--- config.mk ---
export PLATFORM = sky130hd
export DESIGN_NAME = drive_frequency_setpoint_lock
export DESIGN_NICKNAME = d
export VERILOG_FILES = /design/src/pkg/freq_lock_pkg.sv /design/src/verilog/drive_frequency_setpoint_lock.sv
export VERILOG_INCLUDE_DIRS = /design/src /design/src/pkg
export SDC_FILE = /design/constraint.sdc
export NUM_CORES = 2
export LEC_CHECK = 0
export ABC_AREA = 1
export CORE_MARGIN = 4
export CORE_UTILIZATION = 50
export DETAILED_ROUTE_END_ITERATION = 6
export DONT_BUFFER_PORTS = 1
export GPL_TIMING_DRIVEN = 1
export HOLD_SLACK_MARGIN = 0.02
export SLEW_MARGIN = 15
export SYNTH_ARGS = -nofsm -noshare
export SYNTH_HDL_FRONTEND = slang
export SYNTH_SLANG_ARGS = --single-unit
--- constraint.sdc ---
create_clock -name i_clk -period 27.8 [get_ports i_clk]
set_input_delay 0 -clock i_clk [delete_from_list [all_inputs] [get_ports i_clk]]
set_output_delay 0 -clock i_clk [all_outputs]
set_load 0.02 [all_outputs]
--- src/pkg/freq_lock_defines.svh ---
// Purpose: offsets, field positions, reset values, timing counts
// Assumes: one word per register on a 32-bit AXI4-Lite bus
// Notes:   frequencies in 0.01 Hz, times in 0.1 s, offset = index*4
`ifndef FREQ_LOCK_DEFINES_SVH
`define FREQ_LOCK_DEFINES_SVH
`define IX_PWD_ENTRY 5'd0
`define IX_RATED_I   5'd1
`define IX_RATED_P   5'd2
`define IX_EDITION   5'd3
`define IX_CTRL_MODE 5'd4
`define IX_PWD_EN    5'd5
`define IX_PWD       5'd6
`define IX_START_F   5'd7
`define IX_HOLD_T    5'd8
`define IX_MAX_F     5'd9
`define IX_MIN_F     5'd10
`define IX_TGT_F     5'd11
`define IX_RAMP0     5'd12
`define IX_RAMP_REF  5'd20
`define IX_AO_CODE   5'd21
`define IX_STATUS    5'd22
`define IX_OUT_F     5'd23
`define IX_IRQ_ST    5'd24
`define IX_IRQ_MSK   5'd25
`define RST_CTRL_MODE 16'h0002
`define RST_PWD       16'h0008
`define RST_MAX_F     16'h1388
`define RST_MIN_F     16'h0032
`define RST_TGT_F     16'h1388
`define RST_RAMP_T    16'h0064
`define PWD_MAX       16'h270F
`define START_F_MAX   16'h03E8
`define HOLD_T_MAX    16'h270F
`define MAX_F_LIMIT   16'hE678
`define RAMP_T_MAX    16'h7530
`define SPAN_50HZ     16'h1388
`define IRQ_LOCK_ERR  0
`define IRQ_BAD_VAL   1
`define IRQ_REACHED   2
`define CLK_MHZ       125
`define TICK_US       1
`define TICK_CYC      (`TICK_US * `CLK_MHZ)
`define US_PER_DSEC   100000
`endif

--- src/pkg/freq_lock_pkg.sv ---
// Purpose: types shared by the setpoint and lock logic
// Assumes: nothing
// Notes:   none
package freq_lock_pkg;
    typedef enum logic [2:0] {
        ST_IDLE  = 3'b000,
        ST_HOLD  = 3'b001,
        ST_RUN   = 3'b010,
        ST_TRACK = 3'b011,
        ST_STOP  = 3'b100
    } run_state_t;
    typedef enum logic [2:0] {
        MODE_SVC     = 3'b000,
        MODE_RSVD    = 3'b001,
        MODE_VF      = 3'b010,
        MODE_VEC1    = 3'b011,
        MODE_PM_SVC  = 3'b110
    } ctrl_mode_t;
    typedef enum logic [2:0] {
        AO_0_5V   = 3'b000,
        AO_0_10V  = 3'b001,
        AO_0_20MA = 3'b010,
        AO_4_20MA = 3'b011,
        AO_RSVD   = 3'b111
    } ao_range_t;
endpackage

--- src/verilog/drive_frequency_setpoint_lock.sv ---
// Purpose: parameter lock, setpoint planning and ramp of an inverter
// Assumes: pins are asynchronous to i_clk; AXI4-Lite master is compliant
// Notes:   output frequency in 0.01 Hz units
//
// The AXI4-Lite interface to the registers and the placing of the registers were decided locally.
`include "freq_lock_defines.svh"

module drive_frequency_setpoint_lock
    import freq_lock_pkg::*;
#(
    parameter int          TICK_CYC  = `TICK_CYC,
    parameter logic [15:0] RATED_I   = 16'h0000,
    parameter logic [15:0] RATED_P   = 16'h0000,
    // arbitrary value, 1.00
    parameter logic [15:0] EDITION   = 16'h0064
) (
    // clock and reset
    input  wire logic        i_clk,
    input  wire logic        i_nrst,
    // axi4-lite slave
    input  wire logic [7:0]  i_awaddr,
    input  wire logic        i_awvalid,
    output logic             o_awready,
    input  wire logic [31:0] i_wdata,
    input  wire logic [3:0]  i_wstrb,
    input  wire logic        i_wvalid,
    output logic             o_wready,
    output logic [1:0]       o_bresp,
    output logic             o_bvalid,
    input  wire logic        i_bready,
    input  wire logic [7:0]  i_araddr,
    input  wire logic        i_arvalid,
    output logic             o_arready,
    output logic [31:0]      o_rdata,
    output logic [1:0]       o_rresp,
    output logic             o_rvalid,
    input  wire logic        i_rready,
    // pins
    input  wire logic        i_run,
    input  wire logic        i_fault_reset,
    input  wire logic        i_fly_start,
    input  wire logic        i_track_done,
    input  wire logic [15:0] i_track_freq,
    input  wire logic [1:0]  i_ramp_sel,
    input  wire logic        i_jumper_current,
    // outputs
    output logic [15:0]      o_freq,
    output ctrl_mode_t       o_ctrl_mode,
    output ao_range_t        o_ao_range,
    output logic             o_irq
);
    // ******************************
    // input synchronisers
    // ******************************
    logic [22:0] s1_q, s2_q;
    always_ff @(posedge i_clk or negedge i_nrst) begin
        if (!i_nrst) begin
            s1_q <= '0;
            s2_q <= '0;
        end else begin
            s1_q <= {i_run, i_fault_reset, i_fly_start, i_track_done,
                     i_track_freq, i_ramp_sel, i_jumper_current};
            s2_q <= s1_q;
        end
    end
    wire        run_s  = s2_q[22];
    wire        frst_s = s2_q[21];
    wire        fly_s  = s2_q[20];
    wire        tdon_s = s2_q[19];
    wire [15:0] trk_s  = s2_q[18:3];
    wire [1:0]  rsel_s = s2_q[2:1];
    wire        jcur_s = s2_q[0];

    // ******************************
    // parameter store and checks
    // ******************************
    logic [15:0] prm_q [4:21];
    logic        locked_q, run_d_q;
    logic [2:0]  irq_st_q, irq_msk_q;
    wire  prot = prm_q[`IX_PWD_EN][0] && locked_q;

    function automatic logic [15:0] rst_val(input logic [4:0] ix);
        if (ix == `IX_CTRL_MODE) rst_val = `RST_CTRL_MODE;
        else if (ix == `IX_PWD) rst_val = `RST_PWD;
        else if (ix == `IX_MAX_F) rst_val = `RST_MAX_F;
        else if (ix == `IX_MIN_F) rst_val = `RST_MIN_F;
        else if (ix == `IX_TGT_F) rst_val = `RST_TGT_F;
        else if (ix >= `IX_RAMP0 && ix < `IX_RAMP_REF)
            rst_val = `RST_RAMP_T;
        else rst_val = 16'h0000;
    endfunction

    // value within its settable range, judged against live neighbours
    function automatic logic val_ok(input logic [4:0] ix,
                                    input logic [31:0] v);
        logic [15:0] w;
        w = v[15:0];
        if (v[31:16] != 16'h0000) val_ok = 1'b0;
        else if (ix == `IX_CTRL_MODE)
            val_ok = w == 16'h0000 || w == 16'h0002 ||
                     w == 16'h0003 || w == 16'h0006;
        else if (ix == `IX_PWD_EN || ix == `IX_RAMP_REF)
            val_ok = w <= 16'h0001;
        else if (ix == `IX_PWD || ix == `IX_PWD_ENTRY)
            val_ok = w <= `PWD_MAX;
        else if (ix == `IX_START_F)
            val_ok = w <= `START_F_MAX && w < prm_q[`IX_MAX_F];
        else if (ix == `IX_HOLD_T) val_ok = w <= `HOLD_T_MAX;
        else if (ix == `IX_MAX_F)
            val_ok = w >= prm_q[`IX_TGT_F] && w <= `MAX_F_LIMIT;
        else if (ix == `IX_MIN_F)
            val_ok = w <= prm_q[`IX_TGT_F];
        else if (ix == `IX_TGT_F)
            val_ok = w >= prm_q[`IX_MIN_F] && w <= prm_q[`IX_MAX_F];
        else if (ix >= `IX_RAMP0 && ix < `IX_RAMP_REF)
            val_ok = w != 16'h0000 && w <= `RAMP_T_MAX;
        else if (ix == `IX_AO_CODE) val_ok = w <= 16'h0002;
        else val_ok = 1'b1;
    endfunction

    // ******************************
    // axi4-lite write path
    // ******************************
    wire       wr_go  = i_awvalid && i_wvalid && !o_bvalid;
    wire [4:0] wix    = i_awaddr[6:2];
    wire       w_ro   = wix >= `IX_RATED_I && wix <= `IX_EDITION;
    wire       w_prm  = wix >= `IX_CTRL_MODE && wix <= `IX_AO_CODE;
    wire       w_irq  = wix == `IX_IRQ_ST || wix == `IX_IRQ_MSK;
    wire       w_map  = i_awaddr[7] == 1'b0 &&
                        (wix == `IX_PWD_ENTRY || w_ro || w_prm || w_irq);
    wire       w_full = i_wstrb == 4'hF;
    // a locked device still takes the password entry itself
    wire w_lock = prot && w_prm;
    wire w_bad  = (w_prm || wix == `IX_PWD_ENTRY) && !val_ok(wix, i_wdata);
    wire w_do   = wr_go && w_map && w_full && !w_ro && !w_lock && !w_bad;
    assign o_awready = wr_go;
    assign o_wready  = wr_go;

    always_ff @(posedge i_clk or negedge i_nrst) begin
        if (!i_nrst) begin
            o_bvalid <= 1'b0;
            o_bresp  <= 2'b00;
        end else if (wr_go) begin
            o_bvalid <= 1'b1;
            if (!w_map) o_bresp <= 2'b11;
            else if (w_do || (w_irq && w_full)) o_bresp <= 2'b00;
            else o_bresp <= 2'b10;
        end else if (i_bready) begin
            o_bvalid <= 1'b0;
        end
    end

    always_ff @(posedge i_clk or negedge i_nrst) begin
        if (!i_nrst) begin
            for (int i = 4; i <= 21; i++) prm_q[i] <= rst_val(5'(i));
        end else if (w_do && w_prm) begin
            prm_q[wix] <= i_wdata[15:0];
        end
    end

    // relocks on reset and on every fault reset
    always_ff @(posedge i_clk or negedge i_nrst) begin
        if (!i_nrst) locked_q <= 1'b1;
        else if (frst_s) locked_q <= 1'b1;
        else if (w_do && wix == `IX_PWD_ENTRY &&
                 i_wdata[15:0] == prm_q[`IX_PWD])
            locked_q <= 1'b0;
    end

    // ******************************
    // axi4-lite read path
    // ******************************
    logic [4:0]  rix;
    logic [31:0] rd_v;
    logic        rd_ok;
    logic [15:0] freq_q;
    run_state_t  st_q;
    assign o_arready = !o_rvalid;
    always_comb begin
        rix   = i_araddr[6:2];
        rd_ok = i_araddr[7] == 1'b0 && rix <= `IX_IRQ_MSK;
        rd_v  = 32'h0000_0000;
        if (rix == `IX_RATED_I) rd_v[15:0] = RATED_I;
        else if (rix == `IX_RATED_P) rd_v[15:0] = RATED_P;
        else if (rix == `IX_EDITION) rd_v[15:0] = EDITION;
        else if (rix == `IX_PWD && prot) rd_v = 32'h0000_0000;
        else if (rix >= `IX_CTRL_MODE && rix <= `IX_AO_CODE)
            rd_v[15:0] = prm_q[rix];
        else if (rix == `IX_STATUS)
            rd_v[4:0] = {st_q, prot, locked_q};
        else if (rix == `IX_OUT_F) rd_v[15:0] = freq_q;
        else if (rix == `IX_IRQ_ST) rd_v[2:0] = irq_st_q;
        else if (rix == `IX_IRQ_MSK) rd_v[2:0] = irq_msk_q;
    end
    always_ff @(posedge i_clk or negedge i_nrst) begin
        if (!i_nrst) begin
            o_rvalid <= 1'b0;
            o_rdata  <= 32'h0000_0000;
            o_rresp  <= 2'b00;
        end else if (i_arvalid && !o_rvalid) begin
            o_rvalid <= 1'b1;
            o_rdata  <= rd_v;
            o_rresp  <= rd_ok ? 2'b00 : 2'b11;
        end else if (i_rready) begin
            o_rvalid <= 1'b0;
        end
    end

    // ******************************
    // frequency planning
    // ******************************
    logic [$clog2(TICK_CYC+1)-1:0] tick_cnt_q;
    logic        tick;
    logic [31:0] hold_q, acc_q;
    logic [15:0] set_f, span, rt;
    logic [32:0] acc_nx, denom;
    assign tick = tick_cnt_q == '0;
    always_ff @(posedge i_clk or negedge i_nrst) begin
        if (!i_nrst) tick_cnt_q <= '0;
        else if (tick) tick_cnt_q <= ($bits(tick_cnt_q))'(TICK_CYC - 1);
        else tick_cnt_q <= tick_cnt_q - 1'b1;
    end

    wire [15:0] mn = prm_q[`IX_MIN_F];
    wire [15:0] mx = prm_q[`IX_MAX_F];
    wire [15:0] sf = prm_q[`IX_START_F];
    wire        up = freq_q < set_f;
    always_comb begin
        if (st_q == ST_STOP) set_f = 16'h0000;
        else if (prm_q[`IX_TGT_F] < mn) set_f = mn;
        else if (prm_q[`IX_TGT_F] > mx) set_f = mx;
        else set_f = prm_q[`IX_TGT_F];
        span = prm_q[`IX_RAMP_REF][0] ? mx : `SPAN_50HZ;
        rt = prm_q[5'(`IX_RAMP0 + {rsel_s, !up})];
        denom = 33'(rt) * 33'(`US_PER_DSEC);
        acc_nx = 33'(acc_q) + 33'(span);
    end

    always_ff @(posedge i_clk or negedge i_nrst) begin
        if (!i_nrst) begin
            st_q   <= ST_IDLE;
            freq_q <= 16'h0000;
            hold_q <= 32'h0000_0000;
            acc_q  <= 32'h0000_0000;
        end else begin
            case (st_q)
            ST_IDLE: begin
                acc_q <= 32'h0000_0000;
                if (run_s && !run_d_q) begin
                    if (fly_s) st_q <= ST_TRACK;
                    else if (prm_q[`IX_TGT_F] >= sf) begin
                        st_q   <= ST_HOLD;
                        freq_q <= sf;
                        hold_q <= 32'(prm_q[`IX_HOLD_T]) *
                                  32'(`US_PER_DSEC);
                    end else st_q <= ST_RUN;
                end
            end
            ST_HOLD: begin
                if (!run_s) st_q <= ST_STOP;
                else if (hold_q == 32'h0000_0000) begin
                    st_q <= ST_RUN;
                    freq_q <= freq_q < mn ? mn :
                              (freq_q > mx ? mx : freq_q);
                end else if (tick) hold_q <= hold_q - 1'b1;
            end
            ST_TRACK: begin
                freq_q <= trk_s;
                if (!run_s) st_q <= ST_STOP;
                else if (tdon_s) st_q <= ST_RUN;
            end
            ST_RUN, ST_STOP: begin
                if (st_q == ST_RUN && !run_s) st_q <= ST_STOP;
                if (st_q == ST_STOP && freq_q == 16'h0000)
                    st_q <= ST_IDLE;
                if (st_q == ST_RUN && freq_q < mn) freq_q <= mn;
                else if (st_q == ST_RUN && freq_q > mx) freq_q <= mx;
                else if (freq_q == set_f) acc_q <= 32'h0000_0000;
                else if (tick) begin
                    if (acc_nx >= denom) begin
                        acc_q  <= 32'(acc_nx - denom);
                        freq_q <= up ? freq_q + 1'b1 : freq_q - 1'b1;
                    end else acc_q <= acc_nx[31:0];
                end
            end
            default: st_q <= ST_IDLE;
            endcase
        end
    end

    // ******************************
    // events, decodes, outputs
    // ******************************
    wire reached = st_q == ST_RUN && freq_q == set_f && tick;
    wire [2:0] ev = {reached, wr_go && w_map && w_bad && !w_lock,
                     wr_go && w_lock};
    always_ff @(posedge i_clk or negedge i_nrst) begin
        if (!i_nrst) begin
            irq_st_q  <= 3'b000;
            irq_msk_q <= 3'b000;
            run_d_q   <= 1'b0;
        end else begin
            run_d_q <= run_s;
            // a new event wins over a clearing write
            if (wr_go && w_full && wix == `IX_IRQ_ST)
                irq_st_q <= (irq_st_q & ~i_wdata[2:0]) | ev;
            else irq_st_q <= irq_st_q | ev;
            if (wr_go && w_full && wix == `IX_IRQ_MSK)
                irq_msk_q <= i_wdata[2:0];
        end
    end
    assign o_irq  = |(irq_st_q & irq_msk_q);
    assign o_freq = freq_q;
    assign o_ctrl_mode = ctrl_mode_t'(prm_q[`IX_CTRL_MODE][2:0]);
    always_comb begin
        case ({jcur_s, prm_q[`IX_AO_CODE][1:0]})
            3'b000:  o_ao_range = AO_0_5V;
            3'b001:  o_ao_range = AO_0_10V;
            3'b101:  o_ao_range = AO_0_20MA;
            3'b110:  o_ao_range = AO_4_20MA;
            default: o_ao_range = AO_RSVD;
        endcase
    end
endmodule

==> flow_metrics.env <==
export IMPL_status="complete, no violations"
export IMPL_antenna_found_initial=2
export IMPL_cpMaxStageDelayCell="o21ai_0"
export IMPL_pwr_density_cell_nw_per_um2=76.7
export IMPL_synth_cell_types=58
export IMPL_setup_viol=0
export IMPL_crit_type="register to register"
export IMPL_ys_seq_elements=453
export IMPL_cts_setup_buffers=0
export IMPL_maxSlewHeadroom=0.141
export IMPL_drive_gt1_frac=0.0505
export IMPL_cts_buffer_depth=3
export IMPL_drc=0
export IMPL_die_h_microns=280
export IMPL_yosysTopAreaCell="dfrtp_1"
export IMPL_routed_wl_met2_microns=54700
export IMPL_ir_worst_vdd_mv=0.0631
export IMPL_max_stage_delay_ps=830
export IMPL_root_buffer="clkbuf_16"
export IMPL_portBuffers=0
export IMPL_cp_num_buf_inv=10
export IMPL_fin_tns_setup_ps=0
export IMPL_yosysSeqAreaShare=0.308
export IMPL_yosysTopAreaCellShare=0.279
export IMPL_routedWlPerCell_microns=22.6
export IMPL_initial_core_util=0.506
export IMPL_cts_clk_slew_worst_paths_ps=70
export IMPL_end_kind="register"
export IMPL_netlist_top_cells_area="dfrtp_1, nand2_1, ha_1"
export IMPL_critPathArrivalTime_ps=13840
export IMPL_timing_fmax_mhz=74.9
export IMPL_gp_congestion=0.979
export IMPL_final_util=0.558
export IMPL_ys_flop_type="dfrtp_1"
export IMPL_fin_crit_sh=0.480
export IMPL_cpLargestDelayFamily="compound AO/OA/AOI/OAI gates"
export IMPL_yosysWarnings=0
export IMPL_leakage_nw=21.4
export IMPL_boundaryPins=146
export IMPL_hold_viol=0
export IMPL_nNetsFinal=5484
export IMPL_slew_violations=0
export IMPL_cts_htree_levels=2
export IMPL_hpwlAfterDp_microns=91000
export IMPL_crit_path_start_kind="register"
export IMPL_track_usage=0.335
export IMPL_drt_met1_wl_microns=57900
export IMPL_skew_ps=82.7
export IMPL_syn_cell_area_sq_um=37000
export IMPL_holdWs_ps=75.8
export IMPL_top_layer="met5"
export IMPL_crit_path_frequent_cell="inv_1"
export IMPL_grt_ovfl_total=0
export IMPL_required_ps=28290
export IMPL_cts_resized=0
export IMPL_async_reset_ff_frac=1.00
export IMPL_worstMarginPinSlew_ps=1280
export IMPL_detailroute_via_count=34977
export IMPL_final_common_cell="nand2_1"
export IMPL_fin_crit_ps=13350
export IMPL_die_area_sq_um=78400
export IMPL_cts_sinks=453
export IMPL_maxCapViolations=0
export IMPL_core_sq_um=73200
export IMPL_path_max_fanout=48
export IMPL_netlist_instances=4923
export IMPL_wl_met3_microns=14100
export IMPL_first_pass_iters=7
export IMPL_die_w_microns=280
export IMPL_grt_max_degree=454
export IMPL_synth_edf_count=0
export IMPL_syn_avg_cell_area_sq_um=7.52
export IMPL_syn_to_final_growth_pct=10.4
export IMPL_hp_class="primary input to register"
export IMPL_cts_made_buffers=54
export IMPL_final_cell_mix="nand2_1, inv_1, dfrtp_1, ha_1, nand4_1"
export IMPL_drtIter0Drc=3812
export IMPL_cts_hold_buf=107
export IMPL_num_fill_cells=7057
export IMPL_total_power_mw=3.13
export IMPL_wirelength_microns=134000
export IMPL_cts_tree="done"
export IMPL_row_count=99
export IMPL_grt_pass1_vias=33373
export IMPL_postRouteAntennaNets=0
export IMPL_clock_latency_ps=690
export IMPL_vias_per_cell=5.91
export IMPL_grt_pass1_wl_microns=202000
export IMPL_rsz0062_at_grt="false"
final timing paths:
kind | startpoint | to | slack [ps] | depth (start not counted)
max | mx[9] | acc_q[26] | 14460 | 50
min | i_wvalid | o_bvalid | 80 | 3
max reg2reg | mx[9] | acc_q[26] | 14460 | 50
min reg2reg | s1_q[1] | s2_q[1] | 350 | 0
max in group asynchronous | i_nrst | mn[13] | 25010 | 6
min in group asynchronous | i_nrst | hold_q[25] | 470 | 3
cell families after synthesis:
family                   Yosys count  share of synthesized area
AND/OR/NAND/NOR                 2170                      0.254
buffers and inverters            881                     0.0937
AO/OA/AOI/OAI                    808                      0.132
adder cells (fa/ha/maj)          493                      0.184
flip-flops                       453                      0.308
XOR/XNOR                         117                     0.0277
other                              1                   0.000101
report_power, final:
group	switching, mW	leakage [nW]	internal [mW]	total [mW]
clock network	0.326	0.993	0.495	0.821
registers	0.0859	5.97	0.702	0.788
logic	1.01	14.4	0.513	1.53
total	1.43	21.4	1.71	3.13
per-stage QoR:
step | std cells | setup slack [ps] | instance area (sq um)
finish | 5916 | 14460 | 40900
global route | 5913 | 13270 | 40900
CTS | 5908 | 14570 | 40800
detailed placement | 5700 | 14680 | 37600
global placement | 5700 | 14770 | 37600
floorplan | 4938 | 17810 | 37100
synthesized netlist by cell type (11+ instances only):
library cell  count
nand2_1        1367
inv_1           627
dfrtp_1         413
ha_1            408
nand4_1         284
a21oi_1         253
o21ai_0         232
nor2_1          208
nand3_1         197
clkbuf_1        149
o211ai_1         92
fa_1             85
xor2_1           80
buf_2            56
o22ai_1          53
nor3_1           44
dfstp_2          40
xnor2_1          37
nor4_1           24
buf_4            22
a32o_1           21
a31oi_1          20
o2111ai_1        18
a21o_1           15
or2_2            15
o221ai_1         13
o31ai_1          13
a221oi_1         12
buf_1            11
o311ai_0         11
routing by layer:
| metal | global-route usage | up-vias |
|---|---|---|
| met5 | 0 | - |
| met1 | 0.474 | 16405 |
| met2 | 0.487 | 1715 |
| li1 | - | 16523 |
| met3 | 0.0834 | 332 |
| met4 | 0.145 | 2 |
final cells by class:
cell class / count / area [sq um] / share of cell area
Sequential cell: 453 / 11400 / 0.279
Clock buffer: 63 / 1440 / 0.0351
Multi-Input combinational cell: 3604 / 22300 / 0.545
Timing Repair Buffer: 154 / 1540 / 0.0378
Inverter: 642 / 2410 / 0.0590
Antenna cell: 3 / 7.51 / 0.000184
Clock inverter: 38 / 614 / 0.0150
Tap cell: 959 / 1200 / 0.0294
flip-flops by register name, indices dropped and copies added (netlist names), 7 cells and up:
name	cells
prm_q	237
mx	16
s2_q	23
hold_q	32
acc_q	32
o_rdata	16
o_freq	16
s1_q	23
tick_cnt_q	7
sf	16
mn	16
worst reg2reg max path: cells and delay by family (launching register included):
family,cells,cell delay [ps]
compound gates,18,4590
fa+ha+maj,9,3060
simple gates,12,2650
buf+inv,10,2020
flops,1,640
xor+xnor,1,170
Note: power is estimated with default switching activity, not from simulation.
